--- src/ssvi_pkg.sv ---
package ssvi_pkg;
   // ****************************************
   // Sizes
   // ****************************************
   localparam int SSVI_NSENSE      = 4;
   localparam int SSVI_VEC_W       = 12;
   localparam int SSVI_VBASE_W     = 10;
   localparam int SSVI_MAX_ELEM    = 31;
   localparam int SSVI_MAX_SRC     = 124;
   localparam logic [11:0] SSVI_VECTOR_FETCH_OP_OP = 12'o6047;
   // ****************************************
   // Device operations on the I/O bus
   // ****************************************
   typedef enum logic [2:0] {
      SSVI_OP_NONE, SSVI_OP_SKIP, SSVI_OP_WRITE_CTL_B_OP, SSVI_OP_WVEC,
      SSVI_OP_READ_CTL_A_OP, SSVI_OP_READ_STROBE_ONE, SSVI_OP_READ_STROBE_TWO, SSVI_OP_OTHER
   } ssvi_op_e;
   // Control register B field layout, per sense input i
   localparam int SSVI_CRB_SL_POS  = 0;
   localparam int SSVI_CRB_SP_POS  = 4;
   localparam int SSVI_CRB_IE_POS  = 8;
   // ****************************************
   // Controller register map (AHB-Lite)
   // ****************************************
   localparam logic [7:0] SSVI_OFF_CMD    = 8'h00;
   localparam logic [7:0] SSVI_OFF_DATA   = 8'h04;
   localparam logic [7:0] SSVI_OFF_STATUS = 8'h08;
   localparam logic [7:0] SSVI_OFF_RESULT = 8'h0C;
   localparam int SSVI_CMD_OP_POS  = 0;
   localparam int SSVI_CMD_SEL_POS = 4;
   localparam int SSVI_CMD_GNT_POS = 8;
   localparam logic [31:0] SSVI_RST_WORD = 32'h0000_0000;
endpackage : ssvi_pkg

--- src/ssvi_if.sv ---
`timescale 1ns/1ps
interface ssvi_if;
   import ssvi_pkg::*;
   ssvi_op_e    op;
   logic [1:0]  op_sel;
   logic        addr_latch_strobe;
   logic        io_phase_second;
   logic [11:0] shared_data_bus_o;
   logic [11:0] shared_data_bus_i;
   logic        irq_grant;
   logic        priority_in;
   logic        priority_out;
   logic        irq_request_n_o;
   logic        irq_request_n_oe_n;
   logic        dir_ctl_first_o;
   logic        dir_ctl_first_oe_n;
   logic        skip_or_irq_line_o;
   logic        skip_or_irq_line_oe_n;
   modport dev (
      input  op, op_sel, addr_latch_strobe, io_phase_second,
             shared_data_bus_i, irq_grant, priority_in,
      output shared_data_bus_o, priority_out, irq_request_n_o,
             irq_request_n_oe_n, dir_ctl_first_o, dir_ctl_first_oe_n,
             skip_or_irq_line_o, skip_or_irq_line_oe_n
   );
   modport cpu (
      output op, op_sel, addr_latch_strobe, io_phase_second,
             shared_data_bus_i, irq_grant,
      input  shared_data_bus_o, irq_request_n_oe_n, dir_ctl_first_oe_n,
             skip_or_irq_line_oe_n
   );
endinterface : ssvi_if

--- src/ssvi_dev.sv ---
`timescale 1ns/1ps
//
// Function
// - Chain up to 31 elements, 124 sources
// - Open-drain request low on enabled event
// - Processor raises grant, drops on transfer
// - Grant high freezes the priority chain
// - Selected element drives vector on transfer
// - Vector is base ten bits plus input
// - Software fetches vector with code 6047; here any transfer after grant fetches it
// - Chain input of top element tied high
// - Only enabled inputs may request
// - Level inputs never request or vector
// - First control line low when sourcing data
// - Per-input low, high, rising, falling sense
// - One latch per input, set when active
// - Skip reports latch then clears it
// - Level resets latch; edge passes once
// - Successful skip withdraws that request
// - Vector delivery leaves sense latch set
// - Without vectoring only skip clears request
// - Polarity rising in register B sets latch
// - Edge sets both; request updates on strobe
// - Request holds through second phase
// - Registers need not be initialised
module ssvi_dev (
   input  wire logic               hclk,
   input  wire logic               hresetn,
   ssvi_if.dev                     bus,
   input  wire logic [3:0]         sense_in,
   output logic      [3:0]         sense_latch_q
);
   import ssvi_pkg::*;
   // ****************************************
   // Registers
   // ****************************************
   logic [11:0] ctl_reg_b_r;
   logic [9:0]  vbase_r;
   logic [3:0]  sense_latch_r, sense_nxt;
   logic [3:0]  irq_latch_r;
   logic [3:0]  sense_d_r;
   logic        sp_rise_any;
   logic        sel_frozen_r;
   logic [1:0]  src_frozen_r;
   logic [11:0] dout_r;
   logic        c1_r, skp_r, req_r, pout_r;
   wire  [3:0]  lvl   = ctl_reg_b_r[SSVI_CRB_SL_POS +: 4];
   wire  [3:0]  pol   = ctl_reg_b_r[SSVI_CRB_SP_POS +: 4];
   wire  [3:0]  ie    = ctl_reg_b_r[SSVI_CRB_IE_POS +: 4];
   wire  [3:0]  new_p = bus.shared_data_bus_i[SSVI_CRB_SP_POS +: 4];
   wire  [3:0]  new_l = bus.shared_data_bus_i[SSVI_CRB_SL_POS +: 4];
   wire         write_ctl_b_op  = (bus.op == SSVI_OP_WRITE_CTL_B_OP) && !bus.io_phase_second;
   // Only inputs left edge sensitive by this write see the internal edge
   wire  [3:0]  sp_up = write_ctl_b_op ? (new_p & ~pol & ~new_l) : 4'h0;
   wire  [3:0]  rise  = sense_in & ~sense_d_r;
   wire  [3:0]  fall  = ~sense_in & sense_d_r;
   // level: polarity picks high/low; edge: polarity picks rise/fall
   wire  [3:0]  lvl_hit  = lvl & ~(sense_in ^ pol);
   wire  [3:0]  edge_hit = ~lvl & ((pol & rise) | (~pol & fall) | sp_up);
   wire         skip_op  = (bus.op == SSVI_OP_SKIP) && !bus.io_phase_second;
   wire  [3:0]  skip_hit = skip_op ? (4'h1 << bus.op_sel) : 4'h0;
   wire         skip_ok  = |(skip_hit & sense_latch_r);
   wire  [3:0]  irq_src  = irq_latch_r & ie & ~lvl;
   wire         pending  = |irq_src;
   wire         any_xfer = (bus.op != SSVI_OP_NONE) && !bus.io_phase_second;
   wire         vec_now  = sel_frozen_r && any_xfer;
   wire         src_op   = (bus.op == SSVI_OP_READ_CTL_A_OP) ||
                           (bus.op == SSVI_OP_READ_STROBE_ONE) ||
                           (bus.op == SSVI_OP_READ_STROBE_TWO);
   function automatic logic [1:0] ssvi_first(input logic [3:0] v);
      ssvi_first = v[0] ? 2'd0 : v[1] ? 2'd1 : v[2] ? 2'd2 : 2'd3;
   endfunction : ssvi_first
   assign sp_rise_any = |sp_up;
   // set wins over skip clear; level re-sets at once
   assign sense_nxt = (sense_latch_r & ~(skip_hit & sense_latch_r))
                      | lvl_hit | edge_hit;
   // ****************************************
   // Sense, interrupt and register state
   // ****************************************
   always_ff @(posedge hclk or negedge hresetn) begin
      if (!hresetn) begin
         sense_latch_r <= 4'h0;
         sense_d_r     <= 4'h0;
         ctl_reg_b_r   <= 12'h000; // cleared anyway for safety
         vbase_r       <= 10'h000;
      end else begin
         sense_latch_r <= sense_nxt; // vectoring does not clear
         sense_d_r     <= sense_in;
         if (write_ctl_b_op)
            ctl_reg_b_r <= bus.shared_data_bus_i;
         if ((bus.op == SSVI_OP_WVEC) && !bus.io_phase_second)
            vbase_r <= bus.shared_data_bus_i[11:2];
      end
   end
   // request copy follows latches only on the strobe
   always_ff @(posedge hclk or negedge hresetn) begin
      if (!hresetn) irq_latch_r <= 4'h0;
      // Copy taken before this cycle's skip clear, so it drops next strobe
      else if (bus.addr_latch_strobe)
         irq_latch_r <= sense_latch_r | lvl_hit | edge_hit;
   end
   // freeze selection while grant is high
   always_ff @(posedge hclk or negedge hresetn) begin
      if (!hresetn) begin
         sel_frozen_r <= 1'b0;
         src_frozen_r <= 2'd0;
      end else if (!bus.irq_grant) begin
         sel_frozen_r <= 1'b0;
         src_frozen_r <= ssvi_first(irq_src);
      end else if (!sel_frozen_r && !pout_r) begin
         sel_frozen_r <= pending && bus.priority_in;
      end else if (vec_now) begin
         sel_frozen_r <= 1'b0;
      end
   end
   // ****************************************
   // Pin drivers
   // ****************************************
   always_ff @(posedge hclk or negedge hresetn) begin
      if (!hresetn) begin
         dout_r <= 12'h000;
         c1_r   <= 1'b0;
         skp_r  <= 1'b0;
         req_r  <= 1'b0;
         pout_r <= 1'b0;
      end else begin
         dout_r <= vec_now ? {vbase_r, src_frozen_r} : 12'h000;
         c1_r   <= vec_now || (src_op && !bus.io_phase_second);
         skp_r  <= skip_ok;
         req_r  <= pending;
         // Hold chain output steady while grant freezes it
         if (!bus.irq_grant)
            pout_r <= bus.priority_in && !pending;
      end
   end
   assign bus.shared_data_bus_o      = dout_r;
   assign bus.irq_request_n_o        = 1'b0;
   assign bus.irq_request_n_oe_n     = ~req_r;
   assign bus.dir_ctl_first_o        = 1'b0;
   assign bus.dir_ctl_first_oe_n     = ~c1_r;
   assign bus.skip_or_irq_line_o     = 1'b0;
   assign bus.skip_or_irq_line_oe_n  = ~skp_r;
   assign bus.priority_out           = pout_r;
   assign sense_latch_q              = sense_latch_r;
   wire unused_ok = sp_rise_any;
endmodule : ssvi_dev

--- src/flat_wrapper.sv ---
// flat-port wrapper written by rule: the top's interface ports become plain ports
module ssvi_dev_flat import ssvi_pkg::*;
  (hclk, hresetn, sense_in, sense_latch_q, bus_op, bus_op_sel, bus_addr_latch_strobe, bus_io_phase_second, bus_shared_data_bus_i, bus_irq_grant, bus_priority_in, bus_shared_data_bus_o, bus_priority_out, bus_irq_request_n_o, bus_irq_request_n_oe_n, bus_dir_ctl_first_o, bus_dir_ctl_first_oe_n, bus_skip_or_irq_line_o, bus_skip_or_irq_line_oe_n);
  ssvi_if bus_i ();
  input  wire logic hclk;
  input  wire logic hresetn;
  input  wire logic [3:0] sense_in;
  output logic      [3:0] sense_latch_q;
  input wire logic [$bits(bus_i.op)-1:0] bus_op;
  input wire logic [$bits(bus_i.op_sel)-1:0] bus_op_sel;
  input wire logic [$bits(bus_i.addr_latch_strobe)-1:0] bus_addr_latch_strobe;
  input wire logic [$bits(bus_i.io_phase_second)-1:0] bus_io_phase_second;
  input wire logic [$bits(bus_i.shared_data_bus_i)-1:0] bus_shared_data_bus_i;
  input wire logic [$bits(bus_i.irq_grant)-1:0] bus_irq_grant;
  input wire logic [$bits(bus_i.priority_in)-1:0] bus_priority_in;
  output wire logic [$bits(bus_i.shared_data_bus_o)-1:0] bus_shared_data_bus_o;
  output wire logic [$bits(bus_i.priority_out)-1:0] bus_priority_out;
  output wire logic [$bits(bus_i.irq_request_n_o)-1:0] bus_irq_request_n_o;
  output wire logic [$bits(bus_i.irq_request_n_oe_n)-1:0] bus_irq_request_n_oe_n;
  output wire logic [$bits(bus_i.dir_ctl_first_o)-1:0] bus_dir_ctl_first_o;
  output wire logic [$bits(bus_i.dir_ctl_first_oe_n)-1:0] bus_dir_ctl_first_oe_n;
  output wire logic [$bits(bus_i.skip_or_irq_line_o)-1:0] bus_skip_or_irq_line_o;
  output wire logic [$bits(bus_i.skip_or_irq_line_oe_n)-1:0] bus_skip_or_irq_line_oe_n;
  assign bus_i.op = bus_op;
  assign bus_i.op_sel = bus_op_sel;
  assign bus_i.addr_latch_strobe = bus_addr_latch_strobe;
  assign bus_i.io_phase_second = bus_io_phase_second;
  assign bus_i.shared_data_bus_i = bus_shared_data_bus_i;
  assign bus_i.irq_grant = bus_irq_grant;
  assign bus_i.priority_in = bus_priority_in;
  assign bus_shared_data_bus_o = bus_i.shared_data_bus_o;
  assign bus_priority_out = bus_i.priority_out;
  assign bus_irq_request_n_o = bus_i.irq_request_n_o;
  assign bus_irq_request_n_oe_n = bus_i.irq_request_n_oe_n;
  assign bus_dir_ctl_first_o = bus_i.dir_ctl_first_o;
  assign bus_dir_ctl_first_oe_n = bus_i.dir_ctl_first_oe_n;
  assign bus_skip_or_irq_line_o = bus_i.skip_or_irq_line_o;
  assign bus_skip_or_irq_line_oe_n = bus_i.skip_or_irq_line_oe_n;
  ssvi_dev u_core (.hclk(hclk), .hresetn(hresetn), .bus(bus_i), .sense_in(sense_in), .sense_latch_q(sense_latch_q));
endmodule
--- config.mk ---
export PLATFORM = sky130hd
export DESIGN_NAME = ssvi_dev_flat
export DESIGN_NICKNAME = d
export VERILOG_FILES = /design/src/ssvi_pkg.sv /design/src/ssvi_if.sv /design/src/ssvi_dev.sv /design/src/flat_wrapper.sv
export SDC_FILE = /design/constraint.sdc
export NUM_CORES = 1
export LEC_CHECK = 0
export BUFFER_PORTS_ARGS = -buffer_cell sky130_fd_sc_hd__buf_4
export CORE_MARGIN = 10
export CORE_UTILIZATION = 45
export DETAILED_ROUTE_END_ITERATION = 10
export GPL_TIMING_DRIVEN = 1
export PLACE_DENSITY_LB_ADDON = 0.12
export SYNTH_ARGS = -nofsm -noshare
export SYNTH_HDL_FRONTEND = slang
export SYNTH_SLANG_ARGS = --single-unit
--- constraint.sdc ---
create_clock -name hclk -period 1.61 [get_ports hclk]
set_input_delay 0.322 -clock hclk [delete_from_list [all_inputs] [get_ports hclk]]
set_output_delay 0.322 -clock hclk [all_outputs]
set_load 0.03 [all_outputs]
### Yosys cells after proc, flatten, opt, wreduce, memory -nomap -nowiden

Cells that the tools add are included.

* equal/unequal tests: 7
* shifts and indexed selects: 1
* muxes and demuxes: 9
* bitwise operators: 29
* reduce and logical (&&, ||, !) cells: 19

Operators with widths (count)
* bitwise AND 4 bit: 12
* inverter 4 bit: 7
* OR 4 bit: 6
* two-way mux 12 bit: 1
* equality test 3 bit, second input constant: 3
* logical AND 1 bit: 9
* two-way mux 4 bit: 2
* OR reduction 4 bit: 2
* equality test 3 x 2 -> 1 bit, second input constant: 2
* zero test 1 bit: 4
* two-way mux 1 bit: 4
* two-way mux 2 bit: 2
* left shift 1 x 2 -> 4 bit, first input constant: 1
* XOR 4 bit: 1
* equality test 3 x 1 -> 1 bit, second input constant: 1
* logical OR 1 bit: 3
* != test 3 x 1 -> 1 bit, second input constant: 1
* inverter 1 bit: 3
* nonzero test 3 bit: 1

* flip-flop bits (word level): 53
* input bits: 27
* output and inout bits: 23
* word-level logic and storage cells: 77

### Depth between registers and ports, before layout

Gate-level depths: netlist (run 1).

* word-level depth: 8
* mapped depth: 4
* depth with buffers taken out: 3

### Worst setup path before layout (run 1)

OpenSTA, ideal clock, no wires.

* path kind: in2reg
* start: input bus_op[2]
* end: register u_core.ctl_reg_b_r[10]
* library setup time: 0.125 ns
* data arrival time: 1.274 ns
* path slack: 0.211 ns
* stages on the path: 3
* buffers on the path: 1
* cells stage by stage: nor4b_4 > buf_6 > mux2_2

* longest elaborated chain between the ends: 2

Ends and longest elaborated chain
* start, declared: line flat_wrapper.sv:9 `input wire logic [$bits(bus_i.op)-1:0] bus_op;`
* equality test 3 x 2 -> 1 bit: line ssvi_dev.sv:52 `wire write_ctl_b_op = (bus.op == SSVI_OP_WRITE_CTL_B_OP) && !bus.io_phase_second;`
* logical AND 1 bit: line ssvi_dev.sv:52
* end signal, assigned: line ssvi_dev.sv:90 `ctl_reg_b_r <= bus.shared_data_bus_i;`
* end, declared: line ssvi_dev.sv:37 `logic [11:0] ctl_reg_b_r;`

No other way between the ends.
A chain may end at the register's enable or synchronous reset.

### Final worst setup path (run 1)

* start: register u_core.sel_frozen_r
* end: register u_core.dout_r[3] (netlist: u_core.bus.shared_data_bus_o[3])

* longest elaborated chain between the ends: 2

Ends and longest elaborated chain
* start, declared: line ssvi_dev.sv:43 `logic sel_frozen_r;`
* start signal, assigned: line ssvi_dev.sv:111 `sel_frozen_r <= pending && bus.priority_in;`
* logical AND 1 bit: line ssvi_dev.sv:66 `wire vec_now = sel_frozen_r && any_xfer;`
* two-way mux 12 bit: line ssvi_dev.sv:127 `dout_r <= vec_now ? {vbase_r, src_frozen_r} : 12'h000;`
* end signal, assigned: line ssvi_dev.sv:127
* end, declared: line ssvi_dev.sv:45 `logic [11:0] dout_r;`

No other way between the ends.

==> out/summary.json, run 1 <==
{
  "synthesis": {
    "yosys_register_bits": 53,
    "synth_area_um2": 2238,
    "synth-main-ff-cell": "sky130_fd_sc_hd__dfrtp_1",
    "synth.top_cells.by_count": "sky130_fd_sc_hd__dfrtp_1, sky130_fd_sc_hd__mux2_2, sky130_fd_sc_hd__and2_1",
    "synth_top_cell_area_share_pct": 59.25,
    "yosys-top-cells-area": "sky130_fd_sc_hd__dfrtp_1, sky130_fd_sc_hd__mux2_2, sky130_fd_sc_hd__and2_1, sky130_fd_sc_hd__a41oi_2, sky130_fd_sc_hd__nand2_1",
    "async_flop_share_pct": 100.0,
    "post-synth-top-count-cell": "sky130_fd_sc_hd__dfrtp_1",
    "synth_seq_area_share_pct": 59.25,
    "average_cell_area_after_synthesis_um2": 12.94,
    "synth_top_area_cell": "sky130_fd_sc_hd__dfrtp_1",
    "synth-edff-count": 0,
    "netlist_instances": 173,
    "synth_warn": 0,
    "post_synth_num_cell_types": 34
  },
  "detailed_routing": {
    "avg_vias_per_cell": 5.052,
    "vias": 1465,
    "residual_drc": 0,
    "avgRoutedWirePerCell_um": 16.38,
    "routed_wl_um": 4749,
    "antenna_violating_nets_post_route": 0,
    "firstDrtPassIters": 4,
    "detailed_route_iter0_violations": 70
  },
  "sta": {
    "rsz0062_at_grt": "false",
    "final_setup_violation_count": 0,
    "max_slew_margin_pct": 56.47,
    "achievable-frequency_mhz": 776.3,
    "transition_at_the_pin_with_the_smallest_max_transition_slack_ps": 653.0,
    "final_critical_period_ps": 1288,
    "finalSetupTns_ps": 0,
    "finalHoldWorstSlack_ps": 35.26,
    "final_hold_viol_count": 0,
    "final_min_period_over_clock_period_pct": 80.01,
    "worst_clock_skew_ps": 5.440,
    "slew_viol_final": 0
  },
  "setup_path": {
    "arrival_ps": 1530,
    "crit_path_start": "u_core.sel_frozen_r",
    "largest_stage_delay_on_the_critical_path_ps": 500,
    "timing.critical_path.max_delay_family": "simple AND/OR/NAND/NOR gates",
    "critical_path_buf_inv_count": 0,
    "cp-start-kind": "flip-flop",
    "timing.rr.start": "u_core.sel_frozen_r",
    "crit_slowest_cell": "sky130_fd_sc_hd__nor2_1",
    "critical_path_fanouts_max": 12,
    "critical_path.endpoint_type": "flip-flop",
    "critPathRequiredTime_ps": 1850,
    "timing.setup.critical_path_class": "reg -> reg",
    "crit_path_cell_trace": "nand2b_1, nor2_1, and2_1"
  },
  "flow_run": {
    "maxCapViolCount": 0
  },
  "die": {
    "fp.coreArea_um2": 4786,
    "floorplan.initialDensity_pct": 46.77,
    "die_w_um": 90.53,
    "num_rows": 25,
    "design.die.area_um2": 8196,
    "io_pins": 50,
    "die_height_um": 90.53
  },
  "global_route": {
    "first_global_vias": 1597,
    "antenna_violations_before_repair": 0,
    "grt_util_all_layers_pct": 12.21,
    "grt_remaining_overflow": 0,
    "largest_net_degree_at_the_start_of_global_routing": 54,
    "global_route_wire_length_before_repair_um": 8017
  },
  "hold_path": {
    "type_of_the_worst_min_delay_path": "in -> async"
  },
  "place": {
    "dp_hpwl_um": 3548,
    "place.gp.congestion": 0.8405,
    "place.port_buffers": 46
  },
  "pwr": {
    "power_density_nw_per_um2": 1088,
    "power.ir.vdd_worst_v": 0.0004857,
    "cellLeakagePower_uw": 0.001247
  },
  "final_layout": {
    "final_nets": 250,
    "layout-drive-gt1-share_pct": 37.67,
    "insertedDiodeCount": 0,
    "nFillCells": 404,
    "syn_to_final_growth_pct": 21.97
  },
  "clock_tree": {
    "clock_tree.htree_level_count": 2,
    "post_cts.resized_instances": 0,
    "post_cts_hold_buffer_count": 0,
    "cts_tree": "done",
    "cts_buffers": 5,
    "cts_root_buf": "sky130_fd_sc_hd__clkbuf_8",
    "clk_pin_slew_ps": 90,
    "cts.sinks": 53,
    "clk_lat_worst_skew_ps": 310,
    "post-cts-setup-buffer-count": 0,
    "cts_buffer_depth": 2
  },
  "outcome": {
    "run_status": "finished, final reports clean"
  }
}
-- path summary, 6_finish.rpt --
| path | end | cells past startpoint | slack (ps) |
|---|---|---|---|
| worst max-delay path | u_core.bus.shared_data_bus_o[3] | 3 | 320 |
| min in group hclk | u_core.sense_d_r[0] | 1 | 130 |
| worst min register to register | u_core.bus.shared_data_bus_o[11] | 1 | 480 |
| worst max register to register | u_core.bus.shared_data_bus_o[3] | 3 | 320 |
| max in group asynchronous | u_core.bus.shared_data_bus_o[11] | 1 | 1130 |
| worst min-delay path | u_core.bus.shared_data_bus_o[2] | 1 | 40 |
-- final cells by class --
class	instances	area [µm²]	area share, %
multi-input cells	105	835.8	30.61
flip-flops and latches	53	1326	48.58
inverters	10	37.54	1.375
clock buffers	7	86.33	3.162
well taps	67	83.83	3.071
repair buffers	48	360.3	13.20
-- per-stage QoR --
| stage | setup WS [ps] | total power, µW | utilization (%) | instance area, µm² | instances |
|---|---|---|---|---|---|
| 4_1_cts | 273.5 | 3006 | 57.05 | 2730 | 290 |
| 3_3_place_gp | 55.24 | 2230 | 55.24 | 2644 | 283 |
| 6_report | 321.9 | 2970 | 57.05 | 2730 | 290 |
| 2_1_floorplan | 210.9 | 2018 | - | 2246 | 175 |
| 3_5_place_dp | 1.169 | 2259 | 55.24 | 2644 | 283 |
| 5_1_grt | 144.6 | 3147 | 57.05 | 2730 | 290 |
-- sequential cells by signal, summed over array words and instances (netlist names) --
name and flops:
u_core.bus.priority_out 1, u_core.bus.shared_data_bus_o 12, u_core.c1_r 1, u_core.ctl_reg_b_r 12, u_core.irq_latch_r 4, u_core.req_r 1, u_core.sel_frozen_r 1, u_core.sense_d_r 4
u_core.sense_latch_q 4, u_core.skp_r 1, u_core.src_frozen_r 2, u_core.vbase_r 10
-- cells in the final DEF (no fill, tap or decap), types with 4 or more instances in the layout --
cell | Yosys | routed
sky130_fd_sc_hd__a41oi_2 | 4 | 4
sky130_fd_sc_hd__and2_1 | 12 | 12
sky130_fd_sc_hd__buf_4 | 3 | 48
sky130_fd_sc_hd__clkbuf_8 | 0 | 6
sky130_fd_sc_hd__dfrtp_1 | 53 | 53
sky130_fd_sc_hd__inv_1 | 10 | 10
sky130_fd_sc_hd__mux2_2 | 22 | 22
sky130_fd_sc_hd__nand2_1 | 11 | 11
sky130_fd_sc_hd__nand3_1 | 4 | 4
sky130_fd_sc_hd__nand3b_1 | 4 | 4
sky130_fd_sc_hd__nor2_1 | 6 | 6
sky130_fd_sc_hd__nor2b_1 | 4 | 4
sky130_fd_sc_hd__nor4b_1 | 4 | 4
sky130_fd_sc_hd__o21ai_0 | 6 | 6
sky130_fd_sc_hd__o31ai_1 | 4 | 4
-- routing by layer --
metal	wire, µm	share of wire (%)	vias up	track usage (%)
met5	0	0	-	0
met4	107	2.3	0	6.897
met3	191	4.0	9	3.242
met2	2268	48	41	19.47
met1	2181	46	715	14.51
li1	-	-	700	-
-- cells by family (layout without fill, tap and decap cells) --
family | after synthesis | count (layout) | synth area share, %
compound gates | 23 | 23 | 9.056
xor+xnor | 2 | 2 | 0.7827
buf+inv | 17 | 65 | 3.745
flops | 53 | 53 | 59.25
mux | 23 | 23 | 12.07
other cells | 1 | 3 | 0.1675
simple gates | 54 | 54 | 14.92
-- report_power, final --
part	total (µW)	internal [µW]	leakage, µW	switching, µW
Combinational	586	287	0.000567	300
Sequential	1640	1520	0.000636	121
Clock	746	342	0.0000443	405
Total	2970	2150	0.00125	825
-- worst register-to-register path: stages (launching register included) --
cell	delay [ps]
sky130_fd_sc_hd__dfrtp_1	410
sky130_fd_sc_hd__nand2b_1	90
sky130_fd_sc_hd__nor2_1	500
sky130_fd_sc_hd__and2_1	220
(Power assumes the default switching activity.)
==> run 2: changes to the inputs <==
==> constraint.sdc (replaced) <==
create_clock -name hclk -period 1.2 [get_ports hclk]
set_input_delay 0.24 -clock hclk [delete_from_list [all_inputs] [get_ports hclk]]
set_output_delay 0.24 -clock hclk [all_outputs]
set_load 0.03 [all_outputs]
==> run 2 against run 1 <==
Compared with the run above: the flow now finishes with violations (setup timing); core utilization grew 3.5 points; global-route usage shrank 0.46 points; cell count grew 3.1%; sequential share of layout area shrank 2.6 points; clock power grew 32%; design area grew 6.0%; via count grew 2.5%; combinational power grew 53%; critical endpoint is now u_core.sel_frozen_r; fmax grew 5.7%; register-to-register slack lost 340 ps; largest power group unchanged.
==> out/summary.json, run 2 (synthesized netlist as in run 1, its figures left out) <==
{
  "global_route": {
    "antenna_violations_before_repair": {"value": 0, "change": "unchanged"},
    "grt_util_all_layers": {"value": 11.75, "unit": "%", "change": "-0.46 points"},
    "grt_remaining_overflow": {"value": 0, "change": "unchanged"},
    "largest_net_degree_at_the_start_of_global_routing": {"value": 28, "change": "-48%"},
    "global_route_wire_length_before_repair": {"value": 7838, "unit": "µm", "change": "-2.2%"},
    "first_global_vias": {"value": 1582, "change": "-0.94%"}
  },
  "clock_tree": {
    "cts_tree": "done",
    "cts.sinks": {"value": 53, "change": "unchanged"},
    "clock_tree.htree_level_count": {"value": 2, "change": "unchanged"},
    "cts_root_buf": "sky130_fd_sc_hd__clkbuf_8",
    "clk_lat_worst_skew": {"value": 310, "unit": "ps", "change": "about the same"},
    "clk_pin_slew": {"value": 100, "unit": "ps", "change": "about the same"},
    "cts_buffer_depth": {"value": 2, "change": "unchanged"},
    "cts_buffers": {"value": 5, "change": "unchanged"}
  },
  "pwr": {
    "cell_internal_pwr": {"value": 2905, "unit": "µW", "change": "+35%"},
    "comb_power_share": {"value": 21.9, "unit": "%", "change": "+2.2 points"},
    "share_of_power_burned_in_registers": {"value": 54.0, "unit": "%", "change": "-1.1 points"},
    "sw_frac_of_total": {"value": 28.89, "unit": "%", "change": "+1.1 points"},
    "power_density": {"value": 1411, "unit": "nW/µm²", "change": "+30%"},
    "cellLeakagePower": {"value": 0.001320, "unit": "µW", "change": "+5.9%"},
    "power.ir.vdd_worst": {"value": 0.0008360, "unit": "V", "change": "+72%"},
    "net-switching-power": {"value": 1180, "unit": "µW", "change": "+43%"},
    "p_clk_share": {"value": 24.0, "unit": "%", "change": "-1.1 points"}
  },
  "detailed_routing": {
    "avg_vias_per_cell": {"value": 5.023, "change": "-0.56%"},
    "antenna_violating_nets_post_route": {"value": 0, "change": "unchanged"},
    "residual_drc": {"value": 0, "change": "unchanged"},
    "firstDrtPassIters": {"value": 4, "change": "unchanged"},
    "avgRoutedWirePerCell": {"value": 15.85, "unit": "µm", "change": "-3.2%"},
    "detailed_route_iter0_violations": {"value": 56, "change": "-20%"},
    "routed_wl": {"value": 4740, "unit": "µm", "change": "-0.19%"},
    "vias": {"value": 1502, "change": "+2.5%"}
  },
  "die": {
    "floorplan.initialDensity": {"value": 46.77, "unit": "%", "change": "unchanged"},
    "fp.coreArea": {"value": 4786, "unit": "µm²", "change": "unchanged"},
    "num_rows": {"value": 25, "change": "unchanged"},
    "io_pins": {"value": 50, "change": "unchanged"},
    "die_height": {"value": 90.53, "unit": "µm", "change": "unchanged"},
    "die_w": {"value": 90.53, "unit": "µm", "change": "unchanged"},
    "design.die.area": {"value": 8196, "unit": "µm²", "change": "unchanged"}
  },
  "place": {
    "place.gp.congestion": {"value": 0.8019, "change": "-4.6%"},
    "dpl_cell_area": {"value": 2756, "unit": "µm²", "change": "+4.3%"},
    "pre_cts_ws": {"value": -230.6, "unit": "ps", "change": "-231.8 ps"},
    "place.port_buffers": {"value": 46, "change": "unchanged"},
    "dp_hpwl": {"value": 3627, "unit": "µm", "change": "+2.2%"}
  },
  "hold_path": {
    "whs_path_depth": 1,
    "timing.hold.worst.start": "sense_in[1]",
    "type_of_the_worst_min_delay_path": "in -> reg",
    "holdPathEnd": "u_core.sense_d_r[1]"
  },
  "sta": {
    "rsz0062_at_grt": "true",
    "final_critical_period": {"value": 1218, "unit": "ps", "change": "-69.85 ps"},
    "slew_viol_final": {"value": 0, "change": "unchanged"},
    "final_min_period_over_clock_period": {"value": 101.5, "unit": "%", "change": "+22 points"},
    "finalWorstSetupSlack": {"value": -18.25, "unit": "ps", "change": "-340.2 ps"},
    "final_setup_violation_count": {"value": 1, "change": "+1"},
    "worst_clock_skew": {"value": 8.277, "unit": "ps", "change": "+2.836 ps"},
    "achievable-frequency": {"value": 820.9, "unit": "MHz", "change": "+5.7%"},
    "final_hold_viol_count": {"value": 0, "change": "unchanged"}
  },
  "final_layout": {
    "mostFrequentLayoutCell": "sky130_fd_sc_hd__buf_4",
    "layout-drive-gt1-share": {"value": 44.40, "unit": "%", "change": "+6.7 points"},
    "insertedDiodeCount": {"value": 0, "change": "unchanged"},
    "final_area": {"value": 2895, "unit": "µm²", "change": "+6.0%"},
    "syn_to_final_growth_pct": 29.35,
    "final_nets": {"value": 258, "change": "+3.2%"},
    "layout.cells.most_common_list": "sky130_fd_sc_hd__buf_4, sky130_fd_sc_hd__dfrtp_1, sky130_fd_sc_hd__mux2_2"
  },
  "setup_path": {
    "timing.setup.critical_path_class": "reg -> reg",
    "critical_path_buf_inv_count": {"value": 0, "change": "unchanged"},
    "ff2ff_setup_slack": {"value": -20, "unit": "ps", "change": "-340 ps"},
    "end_of_the_worst_register_to_register_path": "u_core.sel_frozen_r",
    "arrival": {"value": 1470, "unit": "ps", "change": "-60 ps"},
    "timing.rr.start": "u_core.ctl_reg_b_r[0]",
    "critical_path_fanouts_max": {"value": 5, "change": "-7"},
    "critPathRequiredTime": {"value": 1460, "unit": "ps", "change": "-390 ps"},
    "largest_stage_delay_on_the_critical_path": {"value": 440, "unit": "ps", "change": "-60 ps"},
    "cp-start-kind": "flip-flop",
    "worst-r2r-cell-count": {"value": 3, "change": "unchanged"},
    "critical_path.endpoint_type": "flip-flop",
    "timing.critical_path.max_delay_family": "flip-flops",
    "crit_slowest_cell": "sky130_fd_sc_hd__dfrtp_1",
    "crit_path_cell_trace": "nand3b_1, a41oi_2, o221a_2"
  },
  "flow_run": {
    "maxCapViolCount": {"value": 0, "change": "unchanged"}
  },
  "outcome": {
    "violated_checks": "setup timing",
    "run_status": "finished, violations left"
  }
}
[run 2: repair_timing]
| item | CTS | global route |
|---|---|---|
| setup endpoints to repair | 13 | 6 |
| hold buffers | 1 | 0 |
| hold endpoints to repair | 13 | 0 |
| gates resized for setup | 2 | 6 |
| setup buffers | 0 | 1 |
| cloned | 0 | 0 |
[run 2: worst max-delay path by stage]
| stage | endpoint | startpoint | slack [ps] | depth (start not counted) |
|---|---|---|---|---|
| after floorplan | u_core.ctl_reg_b_r[10] | bus_io_phase_second | -110 | 3 |
| after global placement | u_core.sense_latch_q[2] | bus_op[2] | -230 | 4 |
| after detailed placement | u_core.sense_latch_q[3] | bus_op[2] | -230 | 4 |
| after CTS | u_core.sel_frozen_r | u_core.ctl_reg_b_r[0] | 10 | 3 |
| after global routing | u_core.sel_frozen_r | u_core.ctl_reg_b_r[0] | -80 | 3 |
| final | u_core.sel_frozen_r | u_core.ctl_reg_b_r[0] | -20 | 3 |
[run 2: per-layer routing]
| metal | share of wire (%) | GRT usage [%] |
|---|---|---|
| met5 | 0 | 0 |
| met1 | 44 | 13.99 |
| met2 | 52 | 19.77 |
| met4 | 1.6 | 5.172 |
| met3 | 3.1 | 2.577 |
[run 2: through the flow]
step	hold slack [ps]	power, µW	TNS (ps)	std cells	utilization (%)
after CTS	43.98	4089	0	298	59.82
after detailed placement	109.3	3105	-6424	289	57.59
final	45.61	4086	-18.25	299	60.50
after floorplan	-55.59	2737	-709.3	175	-
after global routing	39.28	4314	-148.1	299	60.50
after global placement	105.3	3069	-6577	289	57.59
[run 2: cell type report]
| type | count | area (µm²) |
|---|---|---|
| Timing Repair Buffer | 56 | 460.4 |
| Fill cell | 405 | 1891 |
| Sequential cell | 53 | 1330 |
| Clock buffer | 5 | 68.82 |
| Inverter | 10 | 37.54 |
| Clock inverter | 3 | 17.52 |
| Multi-Input combinational cell | 105 | 897.1 |
| Tap cell | 67 | 83.83 |
[run 2: worst reg2reg max path: stages (launching register included)]
cell                       delay [ps]
sky130_fd_sc_hd__dfrtp_1          440
sky130_fd_sc_hd__nand3b_1         300
sky130_fd_sc_hd__a41oi_2          220
sky130_fd_sc_hd__o221a_2          220
[run 2: power groups by stage]
stage / logic [µW] / registers [µW] / clock network [µW]
after floorplan: 477 / 2260 / 0
after global placement: 852 / 2220 / 0
after detailed placement: 871 / 2230 / 0
after CTS: 887 / 2200 / 1000
after global routing: 985 / 2250 / 1080
final: 896 / 2210 / 981
